### config.mk
export PLATFORM = sky130hd
export DESIGN_NAME = wpr_top
export DESIGN_NICKNAME = d
export VERILOG_FILES = /design/src/design/wpr_pkg.sv /design/src/design/wpr_filter.sv /design/src/design/wpr_top.sv
export SDC_FILE = /design/constraint.sdc
export NUM_CORES = 1
export LEC_CHECK = 0
export BUFFER_PORTS_ARGS = -buffer_cell sky130_fd_sc_hd__buf_4
export CAP_MARGIN = 20
export CORE_MARGIN = 2
export CORE_UTILIZATION = 40
export DETAILED_ROUTE_END_ITERATION = 16
export HOLD_SLACK_MARGIN = 0.05
export PLACE_DENSITY_LB_ADDON = 0.3
export SYNTH_ARGS = -nofsm -noshare
export SYNTH_HDL_FRONTEND = slang
export SYNTH_SLANG_ARGS = --single-unit
### constraint.sdc
create_clock -name i_ref_clk -period 3.5 [get_ports i_ref_clk]
set_input_delay 0.35 -clock i_ref_clk [delete_from_list [all_inputs] [get_ports i_ref_clk]]
set_output_delay 0.35 -clock i_ref_clk [all_outputs]
set_load 0.01 [all_outputs]
### src/design/wpr_pkg.sv
// Purpose: constants for the wiper position register block
// Assumes: 100 MHz i_ref_clk, serial clock sampled as a plain input
// Notes: tap select is one-hot, bit 0 nearest the low terminal
// How it works
// - 7-bit volatile register selects wiper tap
// - code zero picks tap nearest low terminal
// - all-ones code picks tap nearest high terminal
// - tap decode strictly monotonic with code
// - preset to mid-scale during power-up
// - recall stored initial byte into register
// - narrow pulses on serial lines rejected
// - top address read picks volatile or stored
// - top address write updates one or both
// - select bit is control msb, clears at power-up
// - all-ones address loads wiper on lsb fall
`default_nettype none
package wpr_pkg;
   localparam int WPR_WIDTH = 7;
   localparam int WPR_TAPS = 128;
   localparam logic [6:0] WPR_RESET = 7'h40;
   localparam logic [10:0] WPR_ADDR_WIPER = 11'h7FF;
   localparam logic [10:0] WPR_ADDR_CTRL = 11'h7FE;
   localparam int WPR_SEL_BIT = 7;
   localparam logic [3:0] WPR_ID_CODE = 4'hA;
   localparam int WPR_CLK_MHZ = 100;
   localparam int WPR_GLITCH_NS = 50;
   localparam int WPR_GLITCH_CYC = (WPR_GLITCH_NS * WPR_CLK_MHZ + 999) / 1000;
   localparam int WPR_SCL_MAX_KHZ = 400;
   localparam int WPR_NVW_MS = 12;
   localparam int WPR_NVW_CYC = WPR_NVW_MS * WPR_CLK_MHZ * 1000;
   localparam int WPR_PUP_MS = 3;
   localparam int WPR_PUP_CYC = WPR_PUP_MS * WPR_CLK_MHZ * 1000;
endpackage
`default_nettype wire

### src/design/wpr_filter.sv
// Purpose: synchronise and deglitch one serial line
// Assumes: input asynchronous to i_ref_clk
// Notes: output changes only after a level stays for the suppression time
`default_nettype none
module wpr_filter
   import wpr_pkg::*;
#(
   parameter int CYC = WPR_GLITCH_CYC
) (
   input wire logic i_ref_clk,
   input wire logic i_sys_rst,
   input wire logic i_ce,
   input wire logic i_pin,
   output logic o_level
);
   typedef struct packed {
      logic [2:0] sync;
      logic [7:0] cnt;
      logic level;
   } wpr_flt_t;
   wpr_flt_t s_q, s_d;
   always_comb begin
      s_d = s_q;
      s_d.sync = {s_q.sync[1:0], i_pin};
      // second and third stage agree and differ from output
      if (s_q.sync[1] == s_q.sync[2] && s_q.sync[2] != s_q.level) begin
         if (s_q.cnt >= 8'(CYC)) begin
            s_d.level = s_q.sync[2];
            s_d.cnt = 8'h00;
         end else begin
            s_d.cnt = s_q.cnt + 8'h01;
         end
      end else begin
         s_d.cnt = 8'h00;
      end
   end
   always_ff @(posedge i_ref_clk) begin
      if (i_sys_rst) begin
         s_q <= '{sync: 3'b111, cnt: 8'h00, level: 1'b1};
      end else if (i_ce) begin
         s_q <= s_d;
      end
   end
   assign o_level = s_q.level;
endmodule
`default_nettype wire

### src/design/wpr_top.sv
// Purpose: wiper position register with serial slave access
// Assumes: stored initial byte lives here as a register; write protect pin active low
// Notes: stored-byte write is self-timed, bus ignored meanwhile
`default_nettype none
module wpr_top
   import wpr_pkg::*;
#(
   parameter int NVW_CYC = WPR_NVW_CYC,
   parameter int PUP_CYC = WPR_PUP_CYC,
   parameter logic [6:0] STORE_INIT = 7'h40
) (
   input wire logic i_ref_clk,
   input wire logic i_sys_rst,
   input wire logic i_ce,
   input wire logic i_scl,
   input wire logic i_sda,
   input wire logic i_wp_n,
   output logic o_sda,
   output logic o_sda_oe,
   output logic [WPR_WIDTH-1:0] o_wiper_position,
   output logic [WPR_TAPS-1:0] o_tap_select,
   output logic o_busy
);
   // ************************************************************
   // input conditioning
   // ************************************************************
   logic scl_f, sda_f, wp_f;
   wpr_filter u_scl (.i_ref_clk(i_ref_clk), .i_sys_rst(i_sys_rst), .i_ce(i_ce), .i_pin(i_scl), .o_level(scl_f));
   wpr_filter u_sda (.i_ref_clk(i_ref_clk), .i_sys_rst(i_sys_rst), .i_ce(i_ce), .i_pin(i_sda), .o_level(sda_f));
   // protect pin is asynchronous as well
   wpr_filter u_wp (.i_ref_clk(i_ref_clk), .i_sys_rst(i_sys_rst), .i_ce(i_ce), .i_pin(i_wp_n), .o_level(wp_f));

   typedef enum {ST_PUP, ST_IDLE, ST_ID, ST_ADDR, ST_DATA, ST_ACK, ST_RD, ST_RACK, ST_NVW} wpr_st_t;
   typedef struct packed {
      wpr_st_t st;
      wpr_st_t after_ack;
      logic scl;
      logic sda;
      logic [7:0] sh;
      logic [3:0] bits;
      logic [10:0] addr;
      logic rw;
      logic addr_done;
      logic [6:0] wiper;
      logic [6:0] store;
      logic [6:0] store_pend;
      logic pend;
      logic sel;
      logic [31:0] cnt;
      logic sda_o;
      logic oe;
      logic busy;
      logic [WPR_TAPS-1:0] tap;
   } wpr_state_t;
   wpr_state_t s_q, s_d;

   logic scl_rise, scl_fall, start_c, stop_c;
   assign scl_rise = scl_f & ~s_q.scl;
   assign scl_fall = ~scl_f & s_q.scl;
   assign start_c = scl_f & s_q.scl & s_q.sda & ~sda_f;
   assign stop_c = scl_f & s_q.scl & ~s_q.sda & sda_f;

   // ************************************************************
   // main state
   // ************************************************************
   always_comb begin
      logic [7:0] byte_in;
      logic [7:0] rd_byte;
      byte_in = 8'h00;
      rd_byte = 8'h00;
      s_d = s_q;
      s_d.scl = scl_f;
      s_d.sda = sda_f;
      byte_in = {s_q.sh[6:0], sda_f};
      if (s_q.addr == WPR_ADDR_WIPER) begin
         rd_byte = s_q.sel ? {1'b0, s_q.wiper} : {1'b0, s_q.store};
      end else if (s_q.addr == WPR_ADDR_CTRL) begin
         rd_byte = {s_q.sel, 7'h00};
      end else begin
         rd_byte = 8'h00;
      end
      case (s_q.st)
         ST_PUP: begin
            s_d.oe = 1'b0;
            if (s_q.cnt >= 32'(PUP_CYC)) begin
               s_d.wiper = s_q.store;
               s_d.cnt = 32'h0000_0000;
               s_d.st = ST_IDLE;
            end else begin
               s_d.cnt = s_q.cnt + 32'h0000_0001;
            end
         end
         ST_NVW: begin
            s_d.oe = 1'b0;
            if (s_q.cnt >= 32'(NVW_CYC)) begin
               s_d.store = s_q.store_pend;
               s_d.cnt = 32'h0000_0000;
               s_d.st = ST_IDLE;
            end else begin
               s_d.cnt = s_q.cnt + 32'h0000_0001;
            end
         end
         default: begin
            if (start_c) begin
               s_d.st = ST_ID;
               s_d.bits = 4'h0;
               s_d.oe = 1'b0;
               s_d.addr_done = 1'b0;
            end else if (stop_c) begin
               s_d.oe = 1'b0;
               s_d.st = s_q.pend ? ST_NVW : ST_IDLE;
               s_d.pend = 1'b0;
               s_d.cnt = 32'h0000_0000;
            end else begin
               case (s_q.st)
                  ST_ID, ST_ADDR, ST_DATA: begin
                     if (scl_rise) begin
                        s_d.sh = byte_in;
                        s_d.bits = s_q.bits + 4'h1;
                     end else if (scl_fall && s_q.bits == 4'h8) begin
                        s_d.bits = 4'h0;
                        s_d.sda_o = 1'b0;
                        s_d.oe = 1'b1;
                        s_d.st = ST_ACK;
                        if (s_q.st == ST_ID) begin
                           s_d.rw = s_q.sh[0];
                           s_d.addr = {s_q.sh[3:1], s_q.addr[7:0]};
                           if (s_q.sh[7:4] != WPR_ID_CODE) begin
                              s_d.oe = 1'b0;
                              s_d.st = ST_IDLE;
                           end
                           s_d.after_ack = s_q.sh[0] ? ST_RD : ST_ADDR;
                        end else if (s_q.st == ST_ADDR) begin
                           s_d.addr = {s_q.addr[10:8], s_q.sh};
                           s_d.after_ack = ST_DATA;
                        end else if (!wp_f) begin
                           s_d.oe = 1'b0;
                           s_d.st = ST_IDLE;
                        end else begin
                           if (s_q.addr == WPR_ADDR_CTRL) begin
                              s_d.sel = s_q.sh[WPR_SEL_BIT];
                           end else if (s_q.addr == WPR_ADDR_WIPER && !s_q.sel) begin
                              s_d.store_pend = s_q.sh[6:0];
                              s_d.pend = 1'b1;
                           end else if (s_q.addr != WPR_ADDR_WIPER) begin
                              s_d.pend = 1'b1;
                           end
                           s_d.addr = {s_q.addr[10:4], s_q.addr[3:0] + 4'h1};
                           s_d.after_ack = ST_DATA;
                        end
                     end
                  end
                  ST_ACK: begin
                     if (scl_fall) begin
                        s_d.oe = 1'b0;
                        s_d.st = s_q.after_ack;
                        if (s_q.after_ack == ST_RD) begin
                           s_d.sh = rd_byte;
                           s_d.sda_o = rd_byte[7];
                           s_d.oe = ~rd_byte[7];
                           s_d.bits = 4'h1;
                        end
                     end
                  end
                  ST_RD: begin
                     if (scl_fall) begin
                        if (s_q.bits == 4'h8) begin
                           s_d.oe = 1'b0;
                           s_d.st = ST_RACK;
                        end else begin
                           s_d.sh = {s_q.sh[6:0], 1'b0};
                           s_d.oe = ~s_q.sh[6];
                           s_d.bits = s_q.bits + 4'h1;
                        end
                     end
                  end
                  ST_RACK: begin
                     if (scl_rise) begin
                        s_d.st = sda_f ? ST_IDLE : ST_RACK;
                        s_d.addr = s_q.addr + 11'h001;
                     end else if (scl_fall) begin
                        s_d.sh = rd_byte;
                        s_d.oe = ~rd_byte[7];
                        s_d.bits = 4'h1;
                        s_d.st = ST_RD;
                     end
                  end
                  default: s_d.oe = 1'b0;
               endcase
            end
         end
      endcase
      // wiper load on falling edge after data lsb, gated by protect pin
      if (s_q.st == ST_DATA && scl_fall && s_q.bits == 4'h8 && wp_f && s_q.addr == WPR_ADDR_WIPER) begin
         s_d.wiper = s_q.sh[6:0];
      end
      // one-hot decode: tap index equals code
      s_d.tap = '0;
      s_d.tap[s_d.wiper] = 1'b1;
      // busy registered alongside the state so the output comes from a flop
      s_d.busy = (s_d.st == ST_NVW) || (s_d.st == ST_PUP);
   end

   always_ff @(posedge i_ref_clk) begin
      if (i_sys_rst) begin
         s_q <= '0;
         s_q.st <= ST_PUP;
         s_q.after_ack <= ST_IDLE;
         s_q.scl <= 1'b1;
         s_q.sda <= 1'b1;
         s_q.wiper <= WPR_RESET;
         s_q.store <= STORE_INIT;
         s_q.sel <= 1'b0;
         s_q.busy <= 1'b1;
         s_q.tap <= WPR_TAPS'(1) << WPR_RESET;
      end else if (i_ce) begin
         s_q <= s_d;
      end
   end

   assign o_sda = s_q.sda_o & 1'b0;
   assign o_sda_oe = s_q.oe;
   assign o_wiper_position = s_q.wiper;
   assign o_tap_select = s_q.tap;
   assign o_busy = s_q.busy;
endmodule
`default_nettype wire

==> results.md, run 1 <==
* Ant. Diodes at 0
* Top post-synthesis cells by area: dfxtp_1 44%, buf_4 8.0%, nand2_1 4.2%
* H-tree levels at 1
* Status: completed
* Max Transition Viols Final at 0
* Cells after synthesis at 1426
* WS Path Type: reg -> reg
* Compound-Gate Fraction of Synth Area at 17.09%
* CTS Buffer Depth at 3
* Critical Path Source Type: flip-flop
* Clock Skews at 0.01132 ns
* Leak at 5.574 nW
* Row count at 65
* CTS Sinks at 281
* Slowest-stage cell, CP: o311a_1
* Cell Chain, Critical Path: ha_1, and4_1, and4_1, and4_1, buf_4, or4_1, o311a_1, and4b_1, a22o_1
* WL final at 31.02 mm
* Total congestion overflow at 0
* DIE HEIGHT at 183.6 um
* Drt pass-1 iters at 5
* Largest family of logic cells by synthesized area: simple AND/OR/NAND/NOR gates
* Setup TNS at 0 ns
* Fin nets at 1456
* First-pass GRT wire length at 49.80 mm
* Pwr/cell area at 460.6 mW/mm2
* Initial core utilization at 40.79%
* Post-Syn Nets at 1447
* Combinational share of power at 2.4%
* EDFF count, synth at 0
* Max VDD drop at 0.5412 mV
* Crit path time final at 3.241 ns
* Delay of the slowest critical-path stage at 0.45 ns
* CTS tree: built
* Top-Level Pins at 144
* Worst skew pair latency at 0.56 ns
* Post-CTS Setup Bufs at 0
* NetSw at 1.402 mW
* Synth warn at 0
* Initial antenna violation count at 0
* Sw frac at 20.93%
* GPL Wtd Cong at 0.8808
* Clock share of power at 49.6%
* # fillers at 2953
* Register area share after synthesis at 43.59%
* Crit. End Element: flip-flop
* DRT antenna net count at 0
* Core area at 0.03164 mm2
* Largest area contributor in the synthesized netlist: dfxtp_1
* DR vias/cell at 5.370
* RSZ-0062 raised after global routing: no
* Internal Power at 5.298 mW
* Root buf cell: clkbuf_16
* Die area at 0.03372 mm2
* Post-Synthesis Cell Area at 0.01291 mm2
* IO buf count at 142
* Sequential share of power at 48.0%
* Most common cell after layout, fill and taps aside: dfxtp_1
* Via count at 9978
* Crit share post-route at 92.61%
* Top achievable clock speed at 0.3085 GHz
* Syn avg cell area at 9.051 um2
* Async SR Flop Fraction at 0%
* HPWL after detailed placement at 21.39 mm
* Worst EP required at 4.00 ns
* Measured slew at the worst slew-check pin at 0.7938 ns
* Register clock-pin slew on the reported worst setup and hold paths at 0.06 ns
* Maxcap violations at 0
* Worst path arrival time at 3.74 ns
* Routed WL per cell at 16.69 um
* Die Width at 183.6 um
* Synth Register Bits at 281
* Yosys top cell area share at 43.59%
* Hold WC Path Type: in -> reg
* Synth Flop Type: dfxtp_1
* Final Hold Viols at 0
* CP Max Fanout at 8
* # setup viols final at 0
* Simple-gate portion of the synthesized area at 20.58%
* Pwr Total at 6.700 mW
* Area growth syn-to-layout at 12.71%
* Post-synthesis mux area share at 3.025%
* Via count of the first global-routing pass at 9258
* Commonest cells after routing, fill and taps aside: 281 x dfxtp_1, 182 x buf_4, 143 x nand2_1
* Iter 0 DRT Violations at 662
* # DRC at 0
* Fraction of layout cells with a size suffix above 1 at 18.48%
* Worst slew margin at 46.79%
* Most used cell, CP: and4_1
* Total Routing Usage GR at 17.90%
* Largest net degree at the start of global routing at 103
* Inserted Clock Buffers at 29
* Adder-cell area share of the yosys netlist at 1.454%
* Xor/xnor share of the synthesized area at 3.054%
* Distinct cell type count after synthesis at 83
per-stage QoR:
stage / setup slack (ns) / cells / hold WS, ns / util (%) / area [um2]
floorplan: 0.6826 / 1426 / 0.4263 / - / 12910
global placement: 0.3811 / 1803 / 0.4367 / 42.59 / 13480
detailed placement: 0.3226 / 1803 / 0.4445 / 42.59 / 13480
CTS: 0.2640 / 1858 / 0.1880 / 45.98 / 14550
global route: 0.07456 / 1858 / 0.2138 / 45.98 / 14550
finish: 0.2588 / 1858 / 0.2080 / 45.98 / 14550
final timing paths:
path	start	endpoint	slack [ns]	depth (start not counted)
worst max-delay path	s_q[189]	o_tap_select[117]	0.26	9
worst min-delay path	i_sys_rst	s_q[214]	0.21	2
worst min register to register	o_tap_select[88]	o_tap_select[88]	0.45	2
worst max register to register	s_q[189]	o_tap_select[117]	0.26	9
kinds of logic (layout without fill, tap and decap cells):
kind of cell / after synthesis / count (layout)
XOR/XNOR: 45 / 45
multiplexers: 39 / 39
buffers and inverters: 237 / 267
flip-flops: 281 / 281
adder cells (fa/ha/maj): 15 / 15
other: 1 / 1
AO/OA/AOI/OAI: 314 / 314
AND/OR/NAND/NOR: 494 / 494
synthesized netlist by cell type (15+ instances only):
cell	count
inv_1	28
and3_1	17
mux2i_1	39
o21ai_0	99
xor2_1	30
nand3_1	39
nor2_1	115
clkbuf_1	55
a22o_1	56
nand2_1	143
and2_1	31
nand4_1	28
a211oi_1	26
nor3_1	22
a21oi_1	42
nor4_1	16
dfxtp_1	281
ha_1	15
buf_4	138
xnor2_1	15
layer usage:
layer	track usage [%]	vias up	routed length (um)
li1	-	4968	-
met1	24.45	4652	14500
met2	29.09	310	13880
met3	3.031	48	1903
met4	5.056	0	736
met5	0	-	0
area by class of cell:
cell class	instances	area, um2	share of cell area, %
clock inverter	10	196.4	1.350
tap	402	503.0	3.458
timing repair buffer	186	1416	9.737
sequential	281	5625	38.67
inverter	29	108.9	0.7483
multi-input combinational	908	5852	40.23
clock buffer	42	844.6	5.806
repair_timing:
action	CTS	global route
hold buffers	3	0
endpoints found under the hold margin	3	0
resized for setup	0	0
power groups by stage:
| stage | Clock (mW) | Sequential, mW | Combinational (mW) |
|---|---|---|---|
| floorplan | 0 | 3.29 | 0.111 |
| global placement | 0 | 3.29 | 0.153 |
| detailed placement | 0 | 3.29 | 0.155 |
| CTS | 3.39 | 3.22 | 0.158 |
| global route | 3.52 | 3.22 | 0.174 |
| finish | 3.32 | 3.22 | 0.158 |
worst max-delay path: cells and delay by family (launching register included):
family | cells | cell delay (ns)
and+or+nand+nor | 5 | 1.67
AOI/OAI and AO/OA | 2 | 0.63
DFF | 1 | 0.40
buffers and inverters | 1 | 0.25
adders and majority gates | 1 | 0.24
sequential cells by signal, summed over array words and instances, names as in the netlist:
signal,cells
o_wiper_position,7
u_sda.s_q,9
u_sda.o_level,1
u_scl.o_level,1
u_sda.s_d,2
s_q,108
u_wp.o_level,1
o_tap_select,128
u_wp.s_q,9
o_busy,1
u_scl.s_d,2
o_sda_oe,1
u_scl.s_q,9
u_wp.s_d,2
(Power assumes the default switching activity.)
==> inputs of run 2 (changes only) <==
==> constraint.sdc (replaced) <==
create_clock -name i_ref_clk -period 2.67 [get_ports i_ref_clk]
set_input_delay 0.267 -clock i_ref_clk [delete_from_list [all_inputs] [get_ports i_ref_clk]]
set_output_delay 0.267 -clock i_ref_clk [all_outputs]
set_load 0.01 [all_outputs]
==> results.md, run 2 (synthesis gave the netlist of run 1 again) <==
* Top-Level Pins at 144
* Crit. End Element: flip-flop
* Total Routing Usage GR at 18.87%
* Initial core utilization at 40.79%
* Via count of the first global-routing pass at 9914
* Die Width at 183.6 um
* Met1 wire length at 15.46 mm
* # fillers at 2859
* Worst path arrival time at 3.28 ns
* RSZ-0062 raised after global routing: yes
* Number of flip-flops in the largest register at 128
* Worst EP required at 3.18 ns
* HPWL after detailed placement at 22.55 mm
* Clock Skews at 0.01974 ns
* Max Transition Viols Final at 0
* Placement Setup Slack at -0.3034 ns
* Met2 wire length at 15.28 mm
* Top layer used by detailed routing: met4
* Pwr Total at 9.020 mW
* Commonest cells after routing, fill and taps aside: 277 x dfxtp_1, 271 x buf_4, 143 x nand2_1
* # setup viols final at 64
* WL final at 33.04 mm
* CTS Buffer Depth at 3
* DIE HEIGHT at 183.6 um
* Iter 0 DRT Violations at 694
* CP Max Fanout at 8
* Fraction of layout cells with a size suffix above 1 at 30.29%
* Ant. Diodes at 0
* Inserted Clock Buffers at 30
* Crit share post-route at 103.6%
* DRT antenna net count at 0
* Leak at 6.415 nW
* GPL Wtd Cong at 0.8788
* CTS tree: built
* Total congestion overflow at 0
* Failing checks: negative setup slack
* Most common cell after layout, fill and taps aside: dfxtp_1
* Critical Path Source Type: flip-flop
* Die area at 0.03372 mm2
* Register clock-pin slew on the reported worst setup and hold paths at 0.06 ns
* Root buf cell: clkbuf_16
* Met3 wire length at 1.626 mm
* Worst slew margin at 57.16%
* Area growth syn-to-layout at 26.30%
* # DRC at 0
* WS Path Type: reg -> reg
* First-pass GRT wire length at 52.67 mm
* Fin nets at 1586
* Measured slew at the worst slew-check pin at 0.6417 ns
* H-tree levels at 1
* Core area at 0.03164 mm2
* Via count at 10640
* Pwr/cell area at 553.3 mW/mm2
* Row count at 65
* Initial antenna violation count at 0
* Multi-input gate area at 0.006324 mm2
* Final Util at 51.52%
* Post-route setup slack at -0.09673 ns
* IO buf count at 142
* Routed WL per cell at 16.60 um
* DR vias/cell at 5.348
* Maxcap violations at 0
* Crit path time final at 2.767 ns
* Max VDD drop at 0.4826 mV
* Drt pass-1 iters at 5
* Register Area at 0.005630 mm2
* CTS Sinks at 281
* Hold WC Path Type: in -> reg
* Worst skew pair latency at 0.58 ns
* Final Hold Viols at 0
* Largest net degree at the start of global routing at 128
* Top achievable clock speed at 0.3614 GHz
* Status: finished with violations
-- run 2: timing repair --
item / 4_1_cts / 5_1_grt
pin swaps: 12 / 66
setup endpoints to repair: 129 / 175
buffers inserted: 16 / 21
cloned: 1 / 0
resized for setup: 46 / 123
hold buffers: 4 / 0
endpoints found under the hold margin: 10 / 0
-- run 2: where the power goes --
group	internal, mW	switching, mW
combinational	0.0861	0.159
clock	2.76	1.80
sequential	4.21	0.0146
total	7.05	1.97
-- run 2: final timing paths --
| kind | from | end | slack [ns] | cells past startpoint |
|---|---|---|---|---|
| setup / recovery | s_q[139] | o_tap_select[40] | -0.1 | 9 |
| hold reg to reg | o_tap_select[97] | o_tap_select[97] | 0.45 | 2 |
| setup reg to reg | s_q[139] | o_tap_select[40] | -0.1 | 9 |
| hold / removal | i_ce | s_q[248] | 0.29 | 4 |
-- run 2: layer usage --
layer	up-vias	GRT usage [%]
met5	-	0
met4	0	4.576
met3	49	2.773
met2	307	31.26
met1	5047	25.87
li1	5239	-
-- run 2: through the flow --
stage,setup TNS [ns],instances,cell area (um2),hold WS [ns]
global placement,-13.90,1899,14310,0.4362
global route,-13.98,1990,16300,0.2979
CTS,-0.5084,1974,15790,0.2467
detailed placement,-24.47,1899,14310,0.4419
finish,-2.907,1990,16300,0.2850
floorplan,-2.730,1426,13000,0.3954
-- run 2: critical path: stages (launching register included) --
cell      delay (ns)
dfxtp_2         0.32
and3_4          0.17
a2111o_1        0.46
a311oi_4        0.41
buf_6           0.18
nor2_4          0.07
o311a_4         0.40
or3_4           0.42
buf_12          0.16
o21ai_2         0.11
-- run 2: area by class of cell --
type | instances | share of cell area [%]
Multi-Input combinational cell | 908 | 38.79
Inverter | 29 | 0.6678
Tap cell | 402 | 3.086
Sequential cell | 281 | 34.54
Timing Repair Buffer | 315 | 16.12
Clock inverter | 16 | 1.551
Clock buffer | 39 | 5.243
